===== config.mk =====
export PLATFORM = sky130hd
export DESIGN_NAME = spb_serial_port
export DESIGN_NICKNAME = d
export VERILOG_FILES = /design/src/spb_pkg.sv /design/src/spb_serial_port.sv
export SDC_FILE = /design/constraint.sdc
export NUM_CORES = 1
export LEC_CHECK = 0
export ABC_CLOCK_PERIOD_IN_PS = 5500
export BUFFER_PORTS_ARGS = -buffer_cell sky130_fd_sc_hd__buf_2
export CAP_MARGIN = 20
export CORE_MARGIN = 2
export CORE_UTILIZATION = 40
export CTS_BUF_LIST = sky130_fd_sc_hd__clkbuf_16
export DETAILED_ROUTE_END_ITERATION = 6
export GPL_ROUTABILITY_DRIVEN = 0
export GPL_TIMING_DRIVEN = 0
export SLEW_MARGIN = 40
export SYNTH_ARGS = -nofsm -noshare
export SYNTH_HDL_FRONTEND = slang
export SYNTH_SLANG_ARGS = --single-unit

===== constraint.sdc =====
create_clock -name aclk -period 5.5 [get_ports aclk]
set_input_delay 0.275 -clock aclk [delete_from_list [all_inputs] [get_ports aclk]]
set_output_delay 0.275 -clock aclk [all_outputs]
set_load 0.005 [all_outputs]

===== src/spb_pkg.sv =====
package spb_pkg;

  // ==========================================================
  // Register map
  localparam logic [7:0] OFS_STATUS = 8'h00;
  localparam logic [7:0] OFS_CTRL_ONE = 8'h04;
  localparam logic [7:0] OFS_CTRL_TWO = 8'h08;
  localparam logic [7:0] OFS_RELOAD = 8'h0c;
  localparam logic [7:0] OFS_BUFFER = 8'h10;
  localparam logic [7:0] OFS_FLAGS = 8'h14;

  // ==========================================================
  // Reset values
  localparam logic [7:0] RST_STATUS = 8'h00;
  localparam logic [7:0] RST_CTRL_ONE = 8'h00;
  localparam logic [4:0] RST_REQUESTS = 5'h00;
  localparam logic [7:0] RST_RELOAD = 8'h00;
  localparam logic [1:0] RST_FLAGS = 2'h0;

  // ==========================================================
  // Field positions
  localparam int REQ_START = 0;
  localparam int REQ_RESTART = 1;
  localparam int REQ_STOP = 2;
  localparam int REQ_RECEIVE = 3;
  localparam int REQ_ACK = 4;
  localparam int FLAG_EVENT = 0;
  localparam int FLAG_COLLISION = 1;

  // ==========================================================
  // Modes
  localparam logic [3:0] MODE_I2C_MASTER = 4'h8;
  localparam logic [3:0] MODE_SPI_BRG = 4'ha;
  localparam logic [3:0] MODE_I2C_FW = 4'hb;
  localparam logic [3:0] MODE_I2C_S7 = 4'h6;
  localparam logic [3:0] MODE_I2C_S10 = 4'h7;
  localparam logic [3:0] MODE_I2C_S7I = 4'he;
  localparam logic [3:0] MODE_I2C_S10I = 4'hf;

  // ==========================================================
  // Timing
  localparam int CLK_PERIOD_NS = 100;
  localparam int BRG_PRESCALE = 2;
  localparam logic [3:0] LAST_BIT_I2C = 4'h8;
  localparam logic [3:0] LAST_BIT_SPI = 4'h7;
  localparam logic [3:0] LAST_DATA_BIT = 4'h7;

  // ==========================================================
  // Bus answers
  localparam logic [1:0] RESP_OKAY = 2'b00;
  localparam logic [1:0] RESP_SLVERR = 2'b10;

  // ==========================================================
  // Types
  typedef struct packed {
    logic input_sample_phase;
    logic edge_select;
    logic data_not_address;
    logic stop_seen;
    logic start_seen;
    logic read_write;
    logic address_update_needed;
    logic buffer_full;
  } spb_status_s;

  typedef struct packed {
    logic write_collision;
    logic receive_overflow;
    logic port_enable;
    logic clock_polarity;
    logic [3:0] port_mode_select;
  } spb_ctrl_one_s;

  typedef enum logic [6:0] {
    ST_IDLE = 7'b0000001,
    ST_STOP_LOW = 7'b0000010,
    ST_STOP_SCL = 7'b0000100,
    ST_STOP_HIGH = 7'b0001000,
    ST_STOP_REL = 7'b0010000,
    ST_STOP_END = 7'b0100000,
    ST_SHIFT = 7'b1000000
  } spb_state_e;

endpackage


===== src/spb_serial_port.sv =====
`timescale 1ns/1ps
// Contract
// RL1: Stop: after release and counter expiry, data still low flags a collision.
// RL2: Stop: clock seen low after release, before data high, flags a collision.
// RL3: Stop drives data low, releases clock, counts one reload period, then samples data.
// RL4: Shift buffer write in master modes starts the bit-rate counter from reload.
// RL5: After an operation the counter stops and the clock pin keeps its level.
// RL6: Counter reloads twice per generated serial clock period.
// RL7: Serial clock equals clock divided by four times reload plus one.
// RL8: Software avoids reload values zero, one and two for I2C.
// RL9: Status bit 7 picks SPI sample point; I2C slew choice.
// RL10: Status bit 6 picks SPI data edge; I2C SMBus thresholds.
// RL11: Status bit 5 shows whether the last I2C byte was data.
// RL12: Status bit 4 marks Stop detected last; cleared on reset and disable.
// RL13: Status bit 3 marks Start detected last; cleared on reset and disable.
// RL14: Status bit 2 reads one while master transmission is in progress.
// RL15: Master idle only when transmit bit and all request bits are zero.
// RL16: Status bit 1 flags a needed address update in 10-bit slave addressing; the code always holds it at zero.
// RL17: Status bit 0 shows buffer full or I2C data shifting out.
// RL18: Buffer write during transmission sets the write collision bit.
// RL19: New byte while buffer full sets overflow, slave only; software clears.
// RL20: Control bit 5 enables the port and hands pins to it.
// RL21: Control bit 4 selects SPI clock idle level.
// RL22: Any collision sets the collision flag and returns the port to idle.
// RL23: Collision aborts the sequence, releases both lines, clears request bits.
// RL24: One counter period after a good Stop, clear stop request, set event flag.
// RL25: Bit-rate counter is an 8-bit down counter reloading and expiring at zero.
// RL26: Reset clears status, hardware-set control bits and stops counting.
module spb_serial_port
  import spb_pkg::*;
#(
  parameter int ADDR_W = 8
) (
  input wire logic aclk,
  input wire logic aresetn,
  input wire logic [ADDR_W-1:0] s_axi_awaddr,
  input wire logic s_axi_awvalid,
  output logic s_axi_awready,
  input wire logic [31:0] s_axi_wdata,
  input wire logic [3:0] s_axi_wstrb,
  input wire logic s_axi_wvalid,
  output logic s_axi_wready,
  output logic [1:0] s_axi_bresp,
  output logic s_axi_bvalid,
  input wire logic s_axi_bready,
  input wire logic [ADDR_W-1:0] s_axi_araddr,
  input wire logic s_axi_arvalid,
  output logic s_axi_arready,
  output logic [31:0] s_axi_rdata,
  output logic [1:0] s_axi_rresp,
  output logic s_axi_rvalid,
  input wire logic s_axi_rready,
  input wire logic scl_in,
  output logic scl_out,
  output logic scl_oe_n,
  input wire logic sda_in,
  output logic sda_out,
  output logic sda_oe_n,
  output logic sck_out,
  output logic sdo_out,
  input wire logic sdi_in,
  output logic i2c_pins_active,
  output logic spi_pins_active,
  output logic master_busy
);

  // ==========================================================
  // Declarations
  spb_state_e state, next_state;
  spb_status_s status, next_status;
  spb_ctrl_one_s ctrl_one, next_ctrl_one;
  logic [4:0] requests, next_requests;
  logic [1:0] flags, next_flags;
  logic [7:0] reload, next_reload;
  logic [7:0] bit_rate_counter, next_bit_rate_counter;
  logic div_cnt, next_div_cnt;
  logic [7:0] shift_register, next_shift_register;
  logic [7:0] rx_shift, next_rx_shift;
  logic [7:0] shift_buffer, next_shift_buffer;
  logic [3:0] bit_cnt, next_bit_cnt;
  logic half, next_half;
  logic sda_drive, next_sda_drive;
  logic scl_drive, next_scl_drive;
  logic sck_q, next_sck_q;
  logic address_next, next_address_next;
  logic [2:0] sync1, sync2, sync3, filt, next_filt;
  logic sda_prev, scl_prev;
  logic sda_f, scl_f, sdi_f;
  logic div_en, brg_expire, brg_load, collision;
  logic i2c_mode, master_brg;
  logic [3:0] last_bit;
  logic aw_held, next_aw_held, w_held, next_w_held;
  logic [ADDR_W-1:0] aw_addr, next_aw_addr;
  logic [7:0] w_data, next_w_data;
  logic w_lane0, next_w_lane0;
  logic bvalid, next_bvalid, rvalid, next_rvalid;
  logic [1:0] bresp, next_bresp, rresp, next_rresp;
  logic [7:0] rdata, next_rdata, rd_mux;
  logic wr_go, wr_hit, rd_hit, ar_take, rd_buffer;

  // ==========================================================
  // Pin synchronisers
  assign sda_f = filt[0];
  assign scl_f = filt[1];
  assign sdi_f = filt[2];

  always_comb begin
    next_filt = ((sync2 ~^ sync3) & sync2) | ((sync2 ^ sync3) & filt);
  end

  always_ff @(posedge aclk) begin
    if (!aresetn) begin
      sync1 <= 3'h3;
      sync2 <= 3'h3;
      sync3 <= 3'h3;
      filt <= 3'h3;
      sda_prev <= 1'b1;
      scl_prev <= 1'b1;
    end else begin
      sync1 <= {sdi_in, scl_in, sda_in};
      sync2 <= sync1;
      sync3 <= sync2;
      filt <= next_filt;
      sda_prev <= sda_f;
      scl_prev <= scl_f;
    end
  end

  // ==========================================================
  // Mode decode and pins
  assign i2c_mode = (ctrl_one.port_mode_select == MODE_I2C_MASTER) || (ctrl_one.port_mode_select == MODE_I2C_FW) ||
                    (ctrl_one.port_mode_select == MODE_I2C_S7) || (ctrl_one.port_mode_select == MODE_I2C_S10) ||
                    (ctrl_one.port_mode_select == MODE_I2C_S7I) || (ctrl_one.port_mode_select == MODE_I2C_S10I);
  assign master_brg = (ctrl_one.port_mode_select == MODE_I2C_MASTER) || (ctrl_one.port_mode_select == MODE_SPI_BRG);
  assign last_bit = i2c_mode ? LAST_BIT_I2C : LAST_BIT_SPI;
  assign i2c_pins_active = ctrl_one.port_enable & i2c_mode; // RL20
  assign spi_pins_active = ctrl_one.port_enable & ~i2c_mode; // RL20
  assign master_busy = status.read_write | (|requests); // RL15
  assign scl_out = 1'b0;
  assign sda_out = 1'b0;
  assign scl_oe_n = ~scl_drive;
  assign sda_oe_n = ~sda_drive;
  assign sck_out = sck_q;
  assign sdo_out = shift_register[7];

  // ==========================================================
  // Bit-rate counter timing
  assign div_en = (div_cnt == 1'(BRG_PRESCALE - 1));
  assign brg_expire = div_en && (bit_rate_counter == 8'h00) && (state != ST_IDLE); // RL25 RL5

  // ==========================================================
  // Core next state
  always_comb begin
    next_state = state;
    next_status = status;
    next_ctrl_one = ctrl_one;
    next_requests = requests;
    next_flags = flags;
    next_reload = reload;
    next_bit_rate_counter = bit_rate_counter;
    next_div_cnt = div_cnt + 1'b1;
    next_shift_register = shift_register;
    next_rx_shift = rx_shift;
    next_shift_buffer = shift_buffer;
    next_bit_cnt = bit_cnt;
    next_half = half;
    next_sda_drive = sda_drive;
    next_scl_drive = scl_drive;
    next_sck_q = sck_q;
    next_address_next = address_next;
    brg_load = 1'b0;
    collision = 1'b0;
    if (rd_buffer) begin
      next_status.buffer_full = 1'b0;
    end
    if (wr_go && w_lane0) begin
      case (aw_addr[7:0])
        OFS_STATUS: begin
          next_status.input_sample_phase = w_data[7]; // RL9
          next_status.edge_select = w_data[6]; // RL10
        end
        OFS_CTRL_ONE: begin
          next_ctrl_one.write_collision = ctrl_one.write_collision & w_data[7];
          next_ctrl_one.receive_overflow = ctrl_one.receive_overflow & w_data[6];
          next_ctrl_one.port_enable = w_data[5];
          next_ctrl_one.clock_polarity = w_data[4];
          next_ctrl_one.port_mode_select = w_data[3:0];
        end
        OFS_CTRL_TWO: begin
          if (master_busy) begin
            next_requests = requests & w_data[4:0];
          end else begin
            next_requests = w_data[4:0];
            if (w_data[REQ_STOP] && ctrl_one.port_enable && i2c_mode) begin
              next_scl_drive = 1'b1;
              next_state = ST_STOP_LOW;
            end
          end
        end
        OFS_RELOAD: begin
          next_reload = w_data; // RL8
        end
        OFS_BUFFER: begin
          if (state != ST_IDLE) begin
            next_ctrl_one.write_collision = 1'b1; // RL18
          end else begin
            next_shift_register = w_data;
            if (master_brg && ctrl_one.port_enable) begin
              brg_load = 1'b1; // RL4
              next_state = ST_SHIFT;
              next_bit_cnt = 4'h0;
              next_half = 1'b0;
              if (i2c_mode) begin
                next_status.buffer_full = 1'b1; // RL17
                next_status.read_write = 1'b1; // RL14
                next_scl_drive = 1'b1;
                next_sda_drive = ~w_data[7];
              end else begin
                next_sck_q = ctrl_one.clock_polarity ^ ~status.edge_select; // RL10
              end
            end
          end
        end
        OFS_FLAGS: begin
          next_flags = flags & ~w_data[1:0];
        end
        default: begin
        end
      endcase
    end
    case (state)
      ST_IDLE: begin
        if (!i2c_mode && (next_state == ST_IDLE)) begin
          next_sck_q = next_ctrl_one.clock_polarity; // RL21
        end
      end
      ST_STOP_LOW: begin
        next_sda_drive = 1'b1;
        if (sda_f) begin
          brg_load = 1'b1; // RL3
        end else if (brg_expire) begin
          next_scl_drive = 1'b0; // RL3
          next_state = ST_STOP_SCL;
        end
      end
      ST_STOP_SCL: begin
        if (scl_f) begin
          brg_load = 1'b1; // RL3
          next_state = ST_STOP_HIGH;
        end
      end
      ST_STOP_HIGH: begin
        if (!scl_f) begin
          collision = 1'b1; // RL2
        end else if (brg_expire) begin
          next_sda_drive = 1'b0;
          brg_load = 1'b1;
          next_state = ST_STOP_REL;
        end
      end
      ST_STOP_REL: begin
        if (!scl_f && !sda_f) begin
          collision = 1'b1; // RL2
        end else if (brg_expire) begin
          if (!sda_f) begin
            collision = 1'b1; // RL1
          end else begin
            brg_load = 1'b1;
            next_state = ST_STOP_END;
          end
        end
      end
      ST_STOP_END: begin
        if (brg_expire) begin
          next_requests[REQ_STOP] = 1'b0; // RL24
          next_flags[FLAG_EVENT] = 1'b1; // RL24
          next_state = ST_IDLE;
        end
      end
      ST_SHIFT: begin
        if (!half) begin
          if (brg_expire) begin
            next_half = 1'b1; // RL6
            if (i2c_mode) begin
              next_scl_drive = 1'b0;
            end else begin
              next_sck_q = ctrl_one.clock_polarity ^ status.edge_select; // RL10
              if (!status.input_sample_phase) begin
                next_rx_shift = {rx_shift[6:0], sdi_f}; // RL9
              end
            end
          end
        end else if (i2c_mode && !scl_f) begin
          brg_load = 1'b1;
        end else if (brg_expire) begin
          next_half = 1'b0; // RL6
          if (!i2c_mode && status.input_sample_phase) begin
            next_rx_shift = {rx_shift[6:0], sdi_f}; // RL9
          end
          if (i2c_mode && (bit_cnt <= LAST_DATA_BIT) && !sda_drive && !sda_f) begin
            collision = 1'b1;
          end
          if (i2c_mode && (bit_cnt == LAST_DATA_BIT)) begin
            next_status.buffer_full = 1'b0; // RL17
            next_status.data_not_address = ~address_next; // RL11
            next_address_next = 1'b0;
          end
          if (bit_cnt == last_bit) begin
            next_state = ST_IDLE; // RL5
            if (i2c_mode) begin
              next_scl_drive = 1'b1;
              next_status.read_write = 1'b0; // RL14
            end else begin
              next_sck_q = ctrl_one.clock_polarity;
              next_shift_buffer = status.input_sample_phase ? {rx_shift[6:0], sdi_f} : rx_shift; // RL9
              if (status.buffer_full && !master_brg) begin
                next_ctrl_one.receive_overflow = 1'b1; // RL19
              end else begin
                next_status.buffer_full = 1'b1; // RL17
              end
            end
          end else begin
            next_bit_cnt = bit_cnt + 4'h1;
            next_shift_register = {shift_register[6:0], 1'b0};
            if (i2c_mode) begin
              next_scl_drive = 1'b1;
              next_sda_drive = (bit_cnt == LAST_DATA_BIT) ? 1'b0 : ~shift_register[6];
            end else begin
              next_sck_q = ctrl_one.clock_polarity ^ ~status.edge_select; // RL10
            end
          end
        end
      end
      default: begin
        next_state = ST_IDLE;
      end
    endcase
    if (brg_load) begin
      next_bit_rate_counter = reload; // RL25
    end else if (div_en && (state != ST_IDLE)) begin
      next_bit_rate_counter = brg_expire ? reload : bit_rate_counter - 8'h01; // RL25 RL6 RL7
    end
    if (i2c_mode && ctrl_one.port_enable && scl_f && scl_prev) begin
      if (sda_prev && !sda_f) begin
        next_status.start_seen = 1'b1; // RL13
        next_status.stop_seen = 1'b0;
        next_address_next = 1'b1;
      end else if (!sda_prev && sda_f) begin
        next_status.stop_seen = 1'b1; // RL12
        next_status.start_seen = 1'b0;
      end
    end
    next_status.address_update_needed = 1'b0; // RL16
    if (collision) begin
      next_flags[FLAG_COLLISION] = 1'b1; // RL22
      next_state = ST_IDLE; // RL22
      next_sda_drive = 1'b0; // RL23
      next_scl_drive = 1'b0; // RL23
      next_requests = RST_REQUESTS; // RL23
      next_status.buffer_full = 1'b0;
      next_status.read_write = 1'b0;
    end
    if (!next_ctrl_one.port_enable) begin
      next_state = ST_IDLE; // RL20
      next_sda_drive = 1'b0;
      next_scl_drive = 1'b0;
      next_requests = RST_REQUESTS;
      next_status.start_seen = 1'b0; // RL13
      next_status.stop_seen = 1'b0; // RL12
      next_status.buffer_full = 1'b0; // RL17
      next_status.read_write = 1'b0;
    end
  end

  always_ff @(posedge aclk) begin
    if (!aresetn) begin
      state <= ST_IDLE; // RL26
      status <= spb_status_s'(RST_STATUS); // RL26
      ctrl_one <= spb_ctrl_one_s'(RST_CTRL_ONE); // RL26
      requests <= RST_REQUESTS;
      flags <= RST_FLAGS;
      reload <= RST_RELOAD;
      bit_rate_counter <= 8'h00;
      div_cnt <= 1'b0;
      shift_register <= 8'h00;
      rx_shift <= 8'h00;
      shift_buffer <= 8'h00;
      bit_cnt <= 4'h0;
      half <= 1'b0;
      sda_drive <= 1'b0;
      scl_drive <= 1'b0;
      sck_q <= 1'b0;
      address_next <= 1'b0;
    end else begin
      state <= next_state;
      status <= next_status;
      ctrl_one <= next_ctrl_one;
      requests <= next_requests;
      flags <= next_flags;
      reload <= next_reload;
      bit_rate_counter <= next_bit_rate_counter;
      div_cnt <= next_div_cnt;
      shift_register <= next_shift_register;
      rx_shift <= next_rx_shift;
      shift_buffer <= next_shift_buffer;
      bit_cnt <= next_bit_cnt;
      half <= next_half;
      sda_drive <= next_sda_drive;
      scl_drive <= next_scl_drive;
      sck_q <= next_sck_q;
      address_next <= next_address_next;
    end
  end

  // ==========================================================
  // AXI4-Lite slave
  assign s_axi_awready = ~aw_held & ~bvalid;
  assign s_axi_wready = ~w_held & ~bvalid;
  assign s_axi_arready = ~rvalid;
  assign s_axi_bvalid = bvalid;
  assign s_axi_bresp = bresp;
  assign s_axi_rvalid = rvalid;
  assign s_axi_rresp = rresp;
  assign s_axi_rdata = {24'h000000, rdata};
  assign wr_go = aw_held & w_held & ~bvalid;
  assign ar_take = s_axi_arvalid & ~rvalid;
  assign wr_hit = (aw_addr[7:0] == OFS_STATUS) || (aw_addr[7:0] == OFS_CTRL_ONE) ||
                  (aw_addr[7:0] == OFS_CTRL_TWO) || (aw_addr[7:0] == OFS_RELOAD) ||
                  (aw_addr[7:0] == OFS_BUFFER) || (aw_addr[7:0] == OFS_FLAGS);
  assign rd_hit = (s_axi_araddr[7:0] == OFS_STATUS) || (s_axi_araddr[7:0] == OFS_CTRL_ONE) ||
                  (s_axi_araddr[7:0] == OFS_CTRL_TWO) || (s_axi_araddr[7:0] == OFS_RELOAD) ||
                  (s_axi_araddr[7:0] == OFS_BUFFER) || (s_axi_araddr[7:0] == OFS_FLAGS);
  assign rd_buffer = ar_take && (s_axi_araddr[7:0] == OFS_BUFFER);

  always_comb begin
    case (s_axi_araddr[7:0])
      OFS_STATUS: rd_mux = status;
      OFS_CTRL_ONE: rd_mux = ctrl_one;
      OFS_CTRL_TWO: rd_mux = {master_busy, 2'b00, requests}; // RL15
      OFS_RELOAD: rd_mux = reload;
      OFS_BUFFER: rd_mux = shift_buffer;
      OFS_FLAGS: rd_mux = {6'h00, flags};
      default: rd_mux = 8'h00;
    endcase
  end

  always_comb begin
    next_aw_held = aw_held;
    next_aw_addr = aw_addr;
    next_w_held = w_held;
    next_w_data = w_data;
    next_w_lane0 = w_lane0;
    next_bvalid = bvalid;
    next_bresp = bresp;
    next_rvalid = rvalid;
    next_rresp = rresp;
    next_rdata = rdata;
    if (s_axi_awvalid && s_axi_awready) begin
      next_aw_held = 1'b1;
      next_aw_addr = s_axi_awaddr;
    end
    if (s_axi_wvalid && s_axi_wready) begin
      next_w_held = 1'b1;
      next_w_data = s_axi_wdata[7:0];
      next_w_lane0 = s_axi_wstrb[0];
    end
    if (wr_go) begin
      next_aw_held = 1'b0;
      next_w_held = 1'b0;
      next_bvalid = 1'b1;
      next_bresp = wr_hit ? RESP_OKAY : RESP_SLVERR;
    end else if (bvalid && s_axi_bready) begin
      next_bvalid = 1'b0;
    end
    if (ar_take) begin
      next_rvalid = 1'b1;
      next_rdata = rd_mux;
      next_rresp = rd_hit ? RESP_OKAY : RESP_SLVERR;
    end else if (rvalid && s_axi_rready) begin
      next_rvalid = 1'b0;
    end
  end

  always_ff @(posedge aclk) begin
    if (!aresetn) begin
      aw_held <= 1'b0;
      aw_addr <= '0;
      w_held <= 1'b0;
      w_data <= 8'h00;
      w_lane0 <= 1'b0;
      bvalid <= 1'b0;
      bresp <= RESP_OKAY;
      rvalid <= 1'b0;
      rresp <= RESP_OKAY;
      rdata <= 8'h00;
    end else begin
      aw_held <= next_aw_held;
      aw_addr <= next_aw_addr;
      w_held <= next_w_held;
      w_data <= next_w_data;
      w_lane0 <= next_w_lane0;
      bvalid <= next_bvalid;
      bresp <= next_bresp;
      rvalid <= next_rvalid;
      rresp <= next_rresp;
      rdata <= next_rdata;
    end
  end

endmodule


==> impl_metrics.ini, run 1 <==
[grt]
antenna_found_initial = 0
grt_pass1_vias = 5320
groute.usage.overall = 0.2086
grt_max_degree = 17
overflow = 0
grt_pass1_wl_mm = 28.56

[pwr]
p_per_area_nw_per_um2 = 275.0
seqPwrFrac = 0.442
combPwrFrac = 0.059
clkPwrFrac = 0.499
power.internal_mw = 1.587
vdd_drop_max_mv = 0.2093
swShare = 0.2485
leakage_nw = 3.279
total_power_mw = 2.111
p_sw_mw = 0.5247

[synthesis]
synth.area.mux_share = 0.08701
synth_fa_ha_area_frac = 0.01315
synth_compound_area_frac = 0.1816
netlist_instances = 755
yosysWarnings = 0
yosysUniqueCellTypes = 72
synth_top_area_frac = 0.3836
ys_ff_latch = 124
syn_area_per_cell_um2 = 8.571
yosys.area_share.simple = 0.2523
synth_flop_cell = dfxtp_1
syn_area_um2 = 6471
synth_xor_xnor_area_share = 0.008121
synth_top_family_by_area = simple AND/OR/NAND/NOR gates
yosysTopAreaCell = dfxtp_1
ys_async_sr_fraction = 0
synthTopCellsByArea = dfxtp_1 38%, mux2i_1 7.0%, nand2_1 6.2%
synth_seq_area_share = 0.3836
synth_edf_count = 0

[critical_path]
end_kind = register
worstSetupPathType = reg2reg
cp_max_fo = 10
arrival_ns = 3.51
crit_required_ns = 5.85
r2r_cells = 10
reg2reg_slack_ns = 2.34
cp-endpoint = status[0]
crit_start = bit_rate_counter[0]
reg2reg_from = bit_rate_counter[0]
cp-start-kind = register
r2r_end = status[0]

[route]
wl_per_cell_um = 16.61
drc = 0
drt_first_pass_iters = 5
via_count = 5798
avgViaCountPerCell = 5.349
ant_nets = 0
initialDrtViolationCount = 459
routed_wl_mm = 18.00

[flow_run]
cap_viol_max_count = 0

[sta]
fin_crit_ns = 3.160
finalSetupViolations = 0
worst_hold_slack_ns = 0.03635
report.final.slew_viol_count = 0
final.setup.tns_ns = 0
hold_viol = 0
finalWorstSetupSlack_ns = 2.340
max-slew-margin-rel = 0.4592
rsz0062_at_grt = no
fmax_mhz = 316.4
finalCritPeriodShare = 0.5746
worstMarginPinSlew_ns = 0.8045
finalClockSkew_ns = 0.008551

[cts]
clkLatencyLatePin_ns = 0.43
tritoncts = built
path_clk_slew_ns = 0.06
cts_resized = 0
cts.sinks = 124
hold_buffers = 0
htree_levels = 4
clock_path_buffers = 2
postCtsSetupBuffers = 0
root_buffer = clkbuf_16
cts_buffers = 17

[layout]
nFillCells = 1535
nets = 923
antennaDiodeCount = 0
drive_gt1_frac = 0.1636
syn2layout_area_growth_pct = 18.64

[place]
place_ws_ns = 2.399
port_buffers = 54
place_hpwl_mm = 13.29

[worst_hold_path]
hold_path_class = in2reg

[status]
status = complete, no violations

[die]
io_pins = 112
die_w_um = 131.2
initial_core_util = 0.4089
die_area_um2 = 17210
rows = 46
chipHeight_um = 131.2
coreArea_um2 = 15830
[per-stage QoR]
step | util | cells | cell area (um^2)
after floorplan | - | 782 | 6573
after global placement | 0.4494 | 1052 | 7113
after detailed placement | 0.4502 | 1052 | 7126
after CTS | 0.4851 | 1084 | 7677
after global routing | 0.4851 | 1084 | 7677
final | 0.4851 | 1084 | 7677
[placed cells by master, fill, tap and decap left out, drive strengths merged, types with 4 or more instances in the layout]
cell type and count:
dfxtp 124, nand2 107, buf 94, clkbuf 51, mux2i 45, nor2 45, a21boi 29, nor2b 28
conb 28, o21ai 24, nor3 23, a21oi 23, inv 19, o211a 17, nand3 13, nand4 13
a31oi 12, nand2b 11, clkinv 11, o22ai 10, nand3b 9, a211oi 8, or3 7, nor4 7
and3 6, o211ai 6, and2 6, ha 6, or4 6, or2 6, nor4b 5, nor3b 5
o21a 5, a32oi 5, xor2 4, mux4 4, o31ai 4, or4b 4
[state kept, by name, summed over array words and instances, names as in the netlist, 7 cells and up]
signal,cells
aw_addr,8
bit_rate_counter,8
ctrl_one,8
rdata,8
reload,8
rx_shift,8
shift_buffer,8
shift_register,8
state,7
status,7
w_data,8
[worst min path at each step]
stage | start | end | slack (ns) | depth (start not counted)
3_3_place_gp | sync1[0] | sync2[0] | 0.39 | 1
4_1_cts | scl_in | sync1[1] | 0.03 | 2
6_report | scl_in | sync1[1] | 0.04 | 2
5_1_grt | sda_in | sync1[0] | 0.04 | 2
2_1_floorplan | sda_in | sync1[0] | 0.38 | 1
3_5_place_dp | sync1[1] | sync2[1] | 0.39 | 1
[cell usage after synthesis (4+ instances only)]
cell / number
nor4_1: 6
or4_1: 5
and3_1: 6
o211a_1: 17
nand4_1: 13
nand3_1: 13
mux4_2: 4
nor3_1: 23
a21oi_1: 23
nand3b_1: 9
a21boi_0: 29
mux2i_1: 45
or3_1: 7
buf_2: 6
nor3b_1: 5
a211oi_1: 7
and2_1: 6
o22ai_1: 10
buf_4: 28
nor2_1: 44
clkbuf_1: 34
ha_1: 6
nor2b_1: 28
o21a_1: 5
nand2_1: 107
o21ai_0: 24
o211ai_1: 6
a31oi_1: 12
a32oi_1: 5
inv_1: 17
nor4b_1: 5
nand2b_1: 11
dfxtp_1: 124
xor2_1: 4
[cells by family after synthesis]
| kind of cell | Yosys count |
|---|---|
| adders and majority gates | 7 |
| muxes | 51 |
| buffers and inverters | 91 |
| DFF | 124 |
| other | 1 |
| xor gates and xnor gates | 6 |
| AOI/OAI and AO/OA | 162 |
| and+or+nand+nor | 313 |
[worst max-delay path, cell delays in order (launching register included)]
cell and delay, ns:
dfxtp_1 0.34, inv_1 0.07, ha_1 0.22, or3b_2 0.51, or3_1 0.41, nor3_1 0.48, and4_1 0.34, buf_2 0.21
buf_2 0.23, o21ai_0 0.11, a21oi_1 0.16
[area by class of cell]
cell class,count,area (um^2),area share
Tap cell,216,270.3,0.03520
Multi-Input combinational cell,567,3626,0.4723
Sequential cell,124,2482,0.3233
Inverter,17,63.81,0.008312
Buffer,74,412.9,0.05378
Clock buffer,17,425.4,0.05541
Timing Repair Buffer,54,270.3,0.03520
Clock inverter,15,126.4,0.01646
[power by group through the flow]
stage          combinational [mW]  sequential, mW  clock, mW
6_report                    0.124           0.934       1.05
5_1_grt                     0.138           0.936       1.11
4_1_cts                     0.123           0.933       1.07
3_5_place_dp                0.123           0.953          0
3_3_place_gp                0.122           0.953          0
2_1_floorplan              0.0835           0.946          0
[layer usage]
metal | vias to the layer above | global-route usage | routed length [um]
li1 | 2885 | - | -
met5 | - | 0 | 0
met3 | 39 | 0.04900 | 1162
met2 | 219 | 0.3240 | 7929
met4 | 0 | 0.09722 | 652
met1 | 2655 | 0.2746 | 8259
(Power assumes the default switching activity.)
==> run 2, diff against run 1 <==
ABC_CLOCK_PERIOD_IN_PS = 3100   (was 5500)
clock period = 3.1 ns   (was 5.5 ns; I/O delays follow)
==> run 2 against run 1 <==
Against the previous run: worst setup slack lost 2.2 ns; largest cell class unchanged; total power grew 78%; global-route usage grew 0.33 points; combinational power grew 97%; critical path depth is the same; highest routed layer unchanged; count of clock-buffer cells in the layout is the same; register-to-register slack lost 2.2 ns.
==> impl_metrics.ini, run 2 (synthesis gave the netlist of run 1 again) <==
[status]
status = complete, no violations

[critical_path]
crit_required_ns = 3.46
r2r_cells = 10
worstSetupPathType = reg2reg
arrival_ns = 3.27
end_kind = register
cp_max_fo = 10
cp-start-kind = register

[grt]
antenna_found_initial = 0
grt_pass1_vias = 5447
overflow = 0
groute.usage.overall = 0.2119
grt_max_degree = 17
grt_pass1_wl_mm = 29.02

[cts]
htree_levels = 4
path_clk_slew_ns = 0.06
clkLatencyLatePin_ns = 0.43
clock_path_buffers = 2
cts.sinks = 124
cts_buffers = 17
root_buffer = clkbuf_16
tritoncts = built

[flow_run]
cap_viol_max_count = 0

[die]
initial_core_util = 0.4089
die_area_um2 = 17210
coreArea_um2 = 15830
die_w_um = 131.2
chipHeight_um = 131.2
io_pins = 112
rows = 46

[pwr]
vdd_drop_max_mv = 0.3709
power.internal_mw = 2.834
clkPwrFrac = 0.495
total_power_mw = 3.766
swShare = 0.2477
p_sw_mw = 0.9328
seqPwrFrac = 0.440
p_per_area_nw_per_um2 = 475.5
leakage_nw = 3.378
combPwrFrac = 0.065

[layout]
nFillCells = 1507
fin_cells = 1105
syn2layout_area_growth_pct = 22.41
antennaDiodeCount = 0
drive_gt1_frac = 0.1631
layout_commonest_cell = dfxtp_1
nets = 944
mostFrequentLayoutCells = 124 x dfxtp_1, 107 x nand2_1, 60 x buf_2

[sta]
fmax_mhz = 343.1
finalClockSkew_ns = 0.008644
finalSetupViolations = 0
finalCritPeriodShare = 0.9402
fin_crit_ns = 2.915
rsz0062_at_grt = no
max-slew-margin-rel = 0.4837
hold_viol = 0
worstMarginPinSlew_ns = 0.7680
final.setup.tns_ns = 0
report.final.slew_viol_count = 0

[route]
avgViaCountPerCell = 5.323
drt_first_pass_iters = 4
wl_per_cell_um = 16.57
routed_wl_mm = 18.31
ant_nets = 0
initialDrtViolationCount = 431
drc = 0
via_count = 5882

[worst_hold_path]
hold_path_class = in2reg
worstHoldPathCells = 3

[place]
place_hpwl_mm = 13.29
port_buffers = 54
post-place-cells = 1052
run 2: changes by cell type in the layout (fill, tap and decap cells not counted):
| cell | before | now |
|---|---|---|
| nor4_4 | 0 | 1 |
| dlygate4sd3_1 | 0 | 22 |
| a2111oi_1 | 0 | 1 |
| nand3_1 | 13 | 12 |
| a2111oi_0 | 1 | 0 |
| nor4_2 | 3 | 2 |
| clkbuf_1 | 34 | 32 |
| nor3_4 | 0 | 1 |
| nand3_2 | 0 | 1 |
| clkbuf_2 | 0 | 1 |
| nor3_1 | 23 | 22 |
run 2: worst max-delay path, cell delays in order (launching register included):
cell,delay (ns)
dfxtp_1,0.34
inv_1,0.07
ha_1,0.22
or3b_2,0.51
or3_1,0.44
nor3_4,0.25
and4_1,0.29
buf_2,0.21
buf_2,0.23
o21ai_0,0.11
a21oi_1,0.17
run 2: final timing paths:
check                           slack, ns                 from           end
worst max register to register       0.19  bit_rate_counter[0]     status[0]
worst min-delay path                 0.03         s_axi_bready  s_axi_bvalid
worst min register to register       0.40             sync1[1]      sync2[1]
worst max-delay path                 0.19  bit_rate_counter[0]     status[0]
run 2: power by group through the flow:
| stage | clock network (mW) | logic [mW] | registers [mW] |
|---|---|---|---|
| 3_5_place_dp | 0 | 0.218 | 1.69 |
| 5_1_grt | 1.96 | 0.271 | 1.66 |
| 3_3_place_gp | 0 | 0.217 | 1.69 |
| 2_1_floorplan | 0 | 0.148 | 1.68 |
| 6_report | 1.86 | 0.244 | 1.66 |
| 4_1_cts | 1.89 | 0.240 | 1.66 |
run 2: final cells by class:
type	instances	area, um^2	share of cell area
clock inverter	15	126.4	0.01595
buffer	73	410.4	0.05181
sequential	124	2482	0.3134
timing repair buffer	76	490.5	0.06192
multi-input combinational	567	3652	0.4611
inverter	17	63.81	0.008056
clock buffer	17	425.4	0.05370
tap	216	270.3	0.03412
run 2: per-stage QoR:
stage	util	area (um^2)	worst slack, ns	hold WS [ns]
after floorplan	-	6573	0.5146	0.2565
after global placement	0.4494	7113	-0.01990	0.3354
after detailed placement	0.4502	7126	-0.0009746	0.3466
after CTS	0.4993	7903	0.05400	0.02607
after global routing	0.5005	7921	0.01816	0.03194
final	0.5005	7921	0.1855	0.03330
run 2: repair_timing:
action	CTS	global route
buffers inserted	0	0
gates resized for setup	1	6
setup endpoints to repair	1	14
hold buffers	22	0
gates cloned	0	0
endpoints found under the hold margin	21	0
run 2: layer usage:
layer	up-vias	global-route usage	share of wire
li1	2927	-	-
met1	2707	0.2750	0.45
met2	205	0.3351	0.45
met3	43	0.04900	0.060
met4	0	0.09722	0.035
met5	-	0	0
==> run 3, diff against run 2 <==
BUFFER_PORTS_ARGS = -buffer_cell sky130_fd_sc_hd__buf_4   (was -buffer_cell sky130_fd_sc_hd__buf_2)
==> run 3 against run 2 <==
Against the previous run: sequential share of layout area fell by 0.54 points; combinational power rose by 6%; final cell count fell by 0.18%; clock power rose by 6%; clock skew rose by 0.0074 ns; non-clock buffer count fell by 2; worst hold slack got worse by 0.023 ns; largest cell class unchanged.
==> impl_metrics.ini, run 3 (synthesis gave the netlist of run 1 again) <==
[status]
status = complete, no violations

[route]
avgViaCountPerCell = 5.392
wl_per_cell_um = 16.56
initialDrtViolationCount = 370
routed_wl_mm = 18.26
drc = 0
via_count = 5947
ant_nets = 0
drt_first_pass_iters = 5

[die]
initial_core_util = 0.4089
chipHeight_um = 131.2
coreArea_um2 = 15830
die_w_um = 131.2
io_pins = 112
die_area_um2 = 17210
rows = 46

[grt]
groute.usage.overall = 0.2157
grt_max_degree = 17
grt_pass1_vias = 5495
grt_pass1_wl_mm = 29.53
antenna_found_initial = 0
overflow = 0

[place]
post-place-cells = 1052
port_buffers = 54
place_hpwl_mm = 13.58
place_ws_ns = 0.03194
placed_cell_area_um2 = 7261

[critical_path]
path_cells = or4b_1 > clkbuf_1 > a311oi_1 > nor4b_1 > nand2_1 > and2_1 > o21a_1
slowest_stage = nor4b_1
r2r_cells = 7
crit_required_ns = 3.43
end_kind = register
worstSetupPathType = reg2reg
cp-start-kind = register
cp_max_fo = 6
cpPeakStageDelay_ns = 0.61
arrival_ns = 3.33

[cts]
cts.sinks = 124
root_buffer = clkbuf_16
cts_buffers = 17
htree_levels = 4
path_clk_slew_ns = 0.06
clkLatencyLatePin_ns = 0.43
tritoncts = built
postCtsSetupBuffers = 0
clock_path_buffers = 2

[sta]
finalSetupViolations = 0
fin_crit_ns = 3.007
hold_viol = 0
max-slew-margin-rel = 0.4877
finalWorstSetupSlack_ns = 0.09274
fmax_mhz = 332.5
rsz0062_at_grt = yes
report.final.slew_viol_count = 0
worst_hold_slack_ns = 0.01036
finalCritPeriodShare = 0.9701
worstMarginPinSlew_ns = 0.7621
final.setup.tns_ns = 0
finalClockSkew_ns = 0.01609

[layout]
fin_cells = 1103
syn2layout_area_growth_pct = 24.56
nFillCells = 1534
final_area_um2 = 8060
nets = 942
layout_commonest_cell = dfxtp_1
drive_gt1_frac = 0.1578
antennaDiodeCount = 0
mostFrequentLayoutCells = 124 x dfxtp_1, 107 x nand2_1, 82 x buf_4

[pwr]
leakage_nw = 3.410
p_per_area_nw_per_um2 = 483.6
vdd_drop_max_mv = 0.3078

[worst_hold_path]
worstHoldPathCells = 3
hold_path_class = in2reg

[flow_run]
cap_viol_max_count = 0
-- run 3: changes by cell type in the layout (fill, tap and decap cells not counted), moves of 2 or more --
cell / delta
bufinv_16: +2
buf_4: +54
clkinv_4: -6
inv_1: +2
dlygate4sd3_1: -2
clkinvlp_4: +3
clkinv_2: -2
buf_2: -54
-- run 3: metal layers --
metal  up-vias  global-route usage  part of all wire
met2       260              0.3427              0.46
met1      2739              0.2829              0.45
met5         -                   0                 0
met3        38             0.04900             0.065
met4         0             0.08998             0.028
li1       2910                   -                 -
-- run 3: report_power, final --
part	leakage [nW]	switching, mW	total, mW	internal (mW)
combinational	2.12	0.131	0.258	0.127
clock	0.284	0.736	1.98	1.24
sequential	1.01	0.0338	1.66	1.62
total	3.41	0.901	3.90	3.00
-- run 3: worst paths after layout --
kind,slack [ns],start,end
hold / removal,0.01,s_axi_wdata[0],w_data[0]
hold reg to reg,0.41,sync1[1],sync2[1]
setup reg to reg,0.09,ctrl_one[1],status[5]
setup / recovery,0.09,ctrl_one[1],status[5]
-- run 3: critical path: cells and delay by family, from the launching register on --
family | cells | cell delay (ns)
buffers and inverters | 1 | 0.17
AND/OR/NAND/NOR | 4 | 1.68
flip-flops | 1 | 0.37
AO/OA/AOI/OAI | 2 | 0.68
-- run 3: layout make-up --
type	instances	area [um^2]	area share
plain buffers	73	409.1	0.05076
clock buffers	17	425.4	0.05278
clock inverters	15	157.7	0.01956
inverters	17	63.81	0.007917
multi-input cells	567	3646	0.4523
flip-flops and latches	124	2482	0.3080
well taps	216	270.3	0.03353
repair buffers	74	605.6	0.07513
-- run 3: repair_timing --
item,CTS,global route
endpoints found under the hold margin,18,1
gates resized for setup,0,2
endpoints found under the setup margin,0,17
hold buffers,19,1
-- run 3: through the flow --
step | power (mW) | utilization
floorplan | 1.827 | -
global placement | 1.925 | 0.4579
detailed placement | 1.926 | 0.4587
CTS | 3.915 | 0.5076
global route | 4.039 | 0.5092
finish | 3.898 | 0.5092
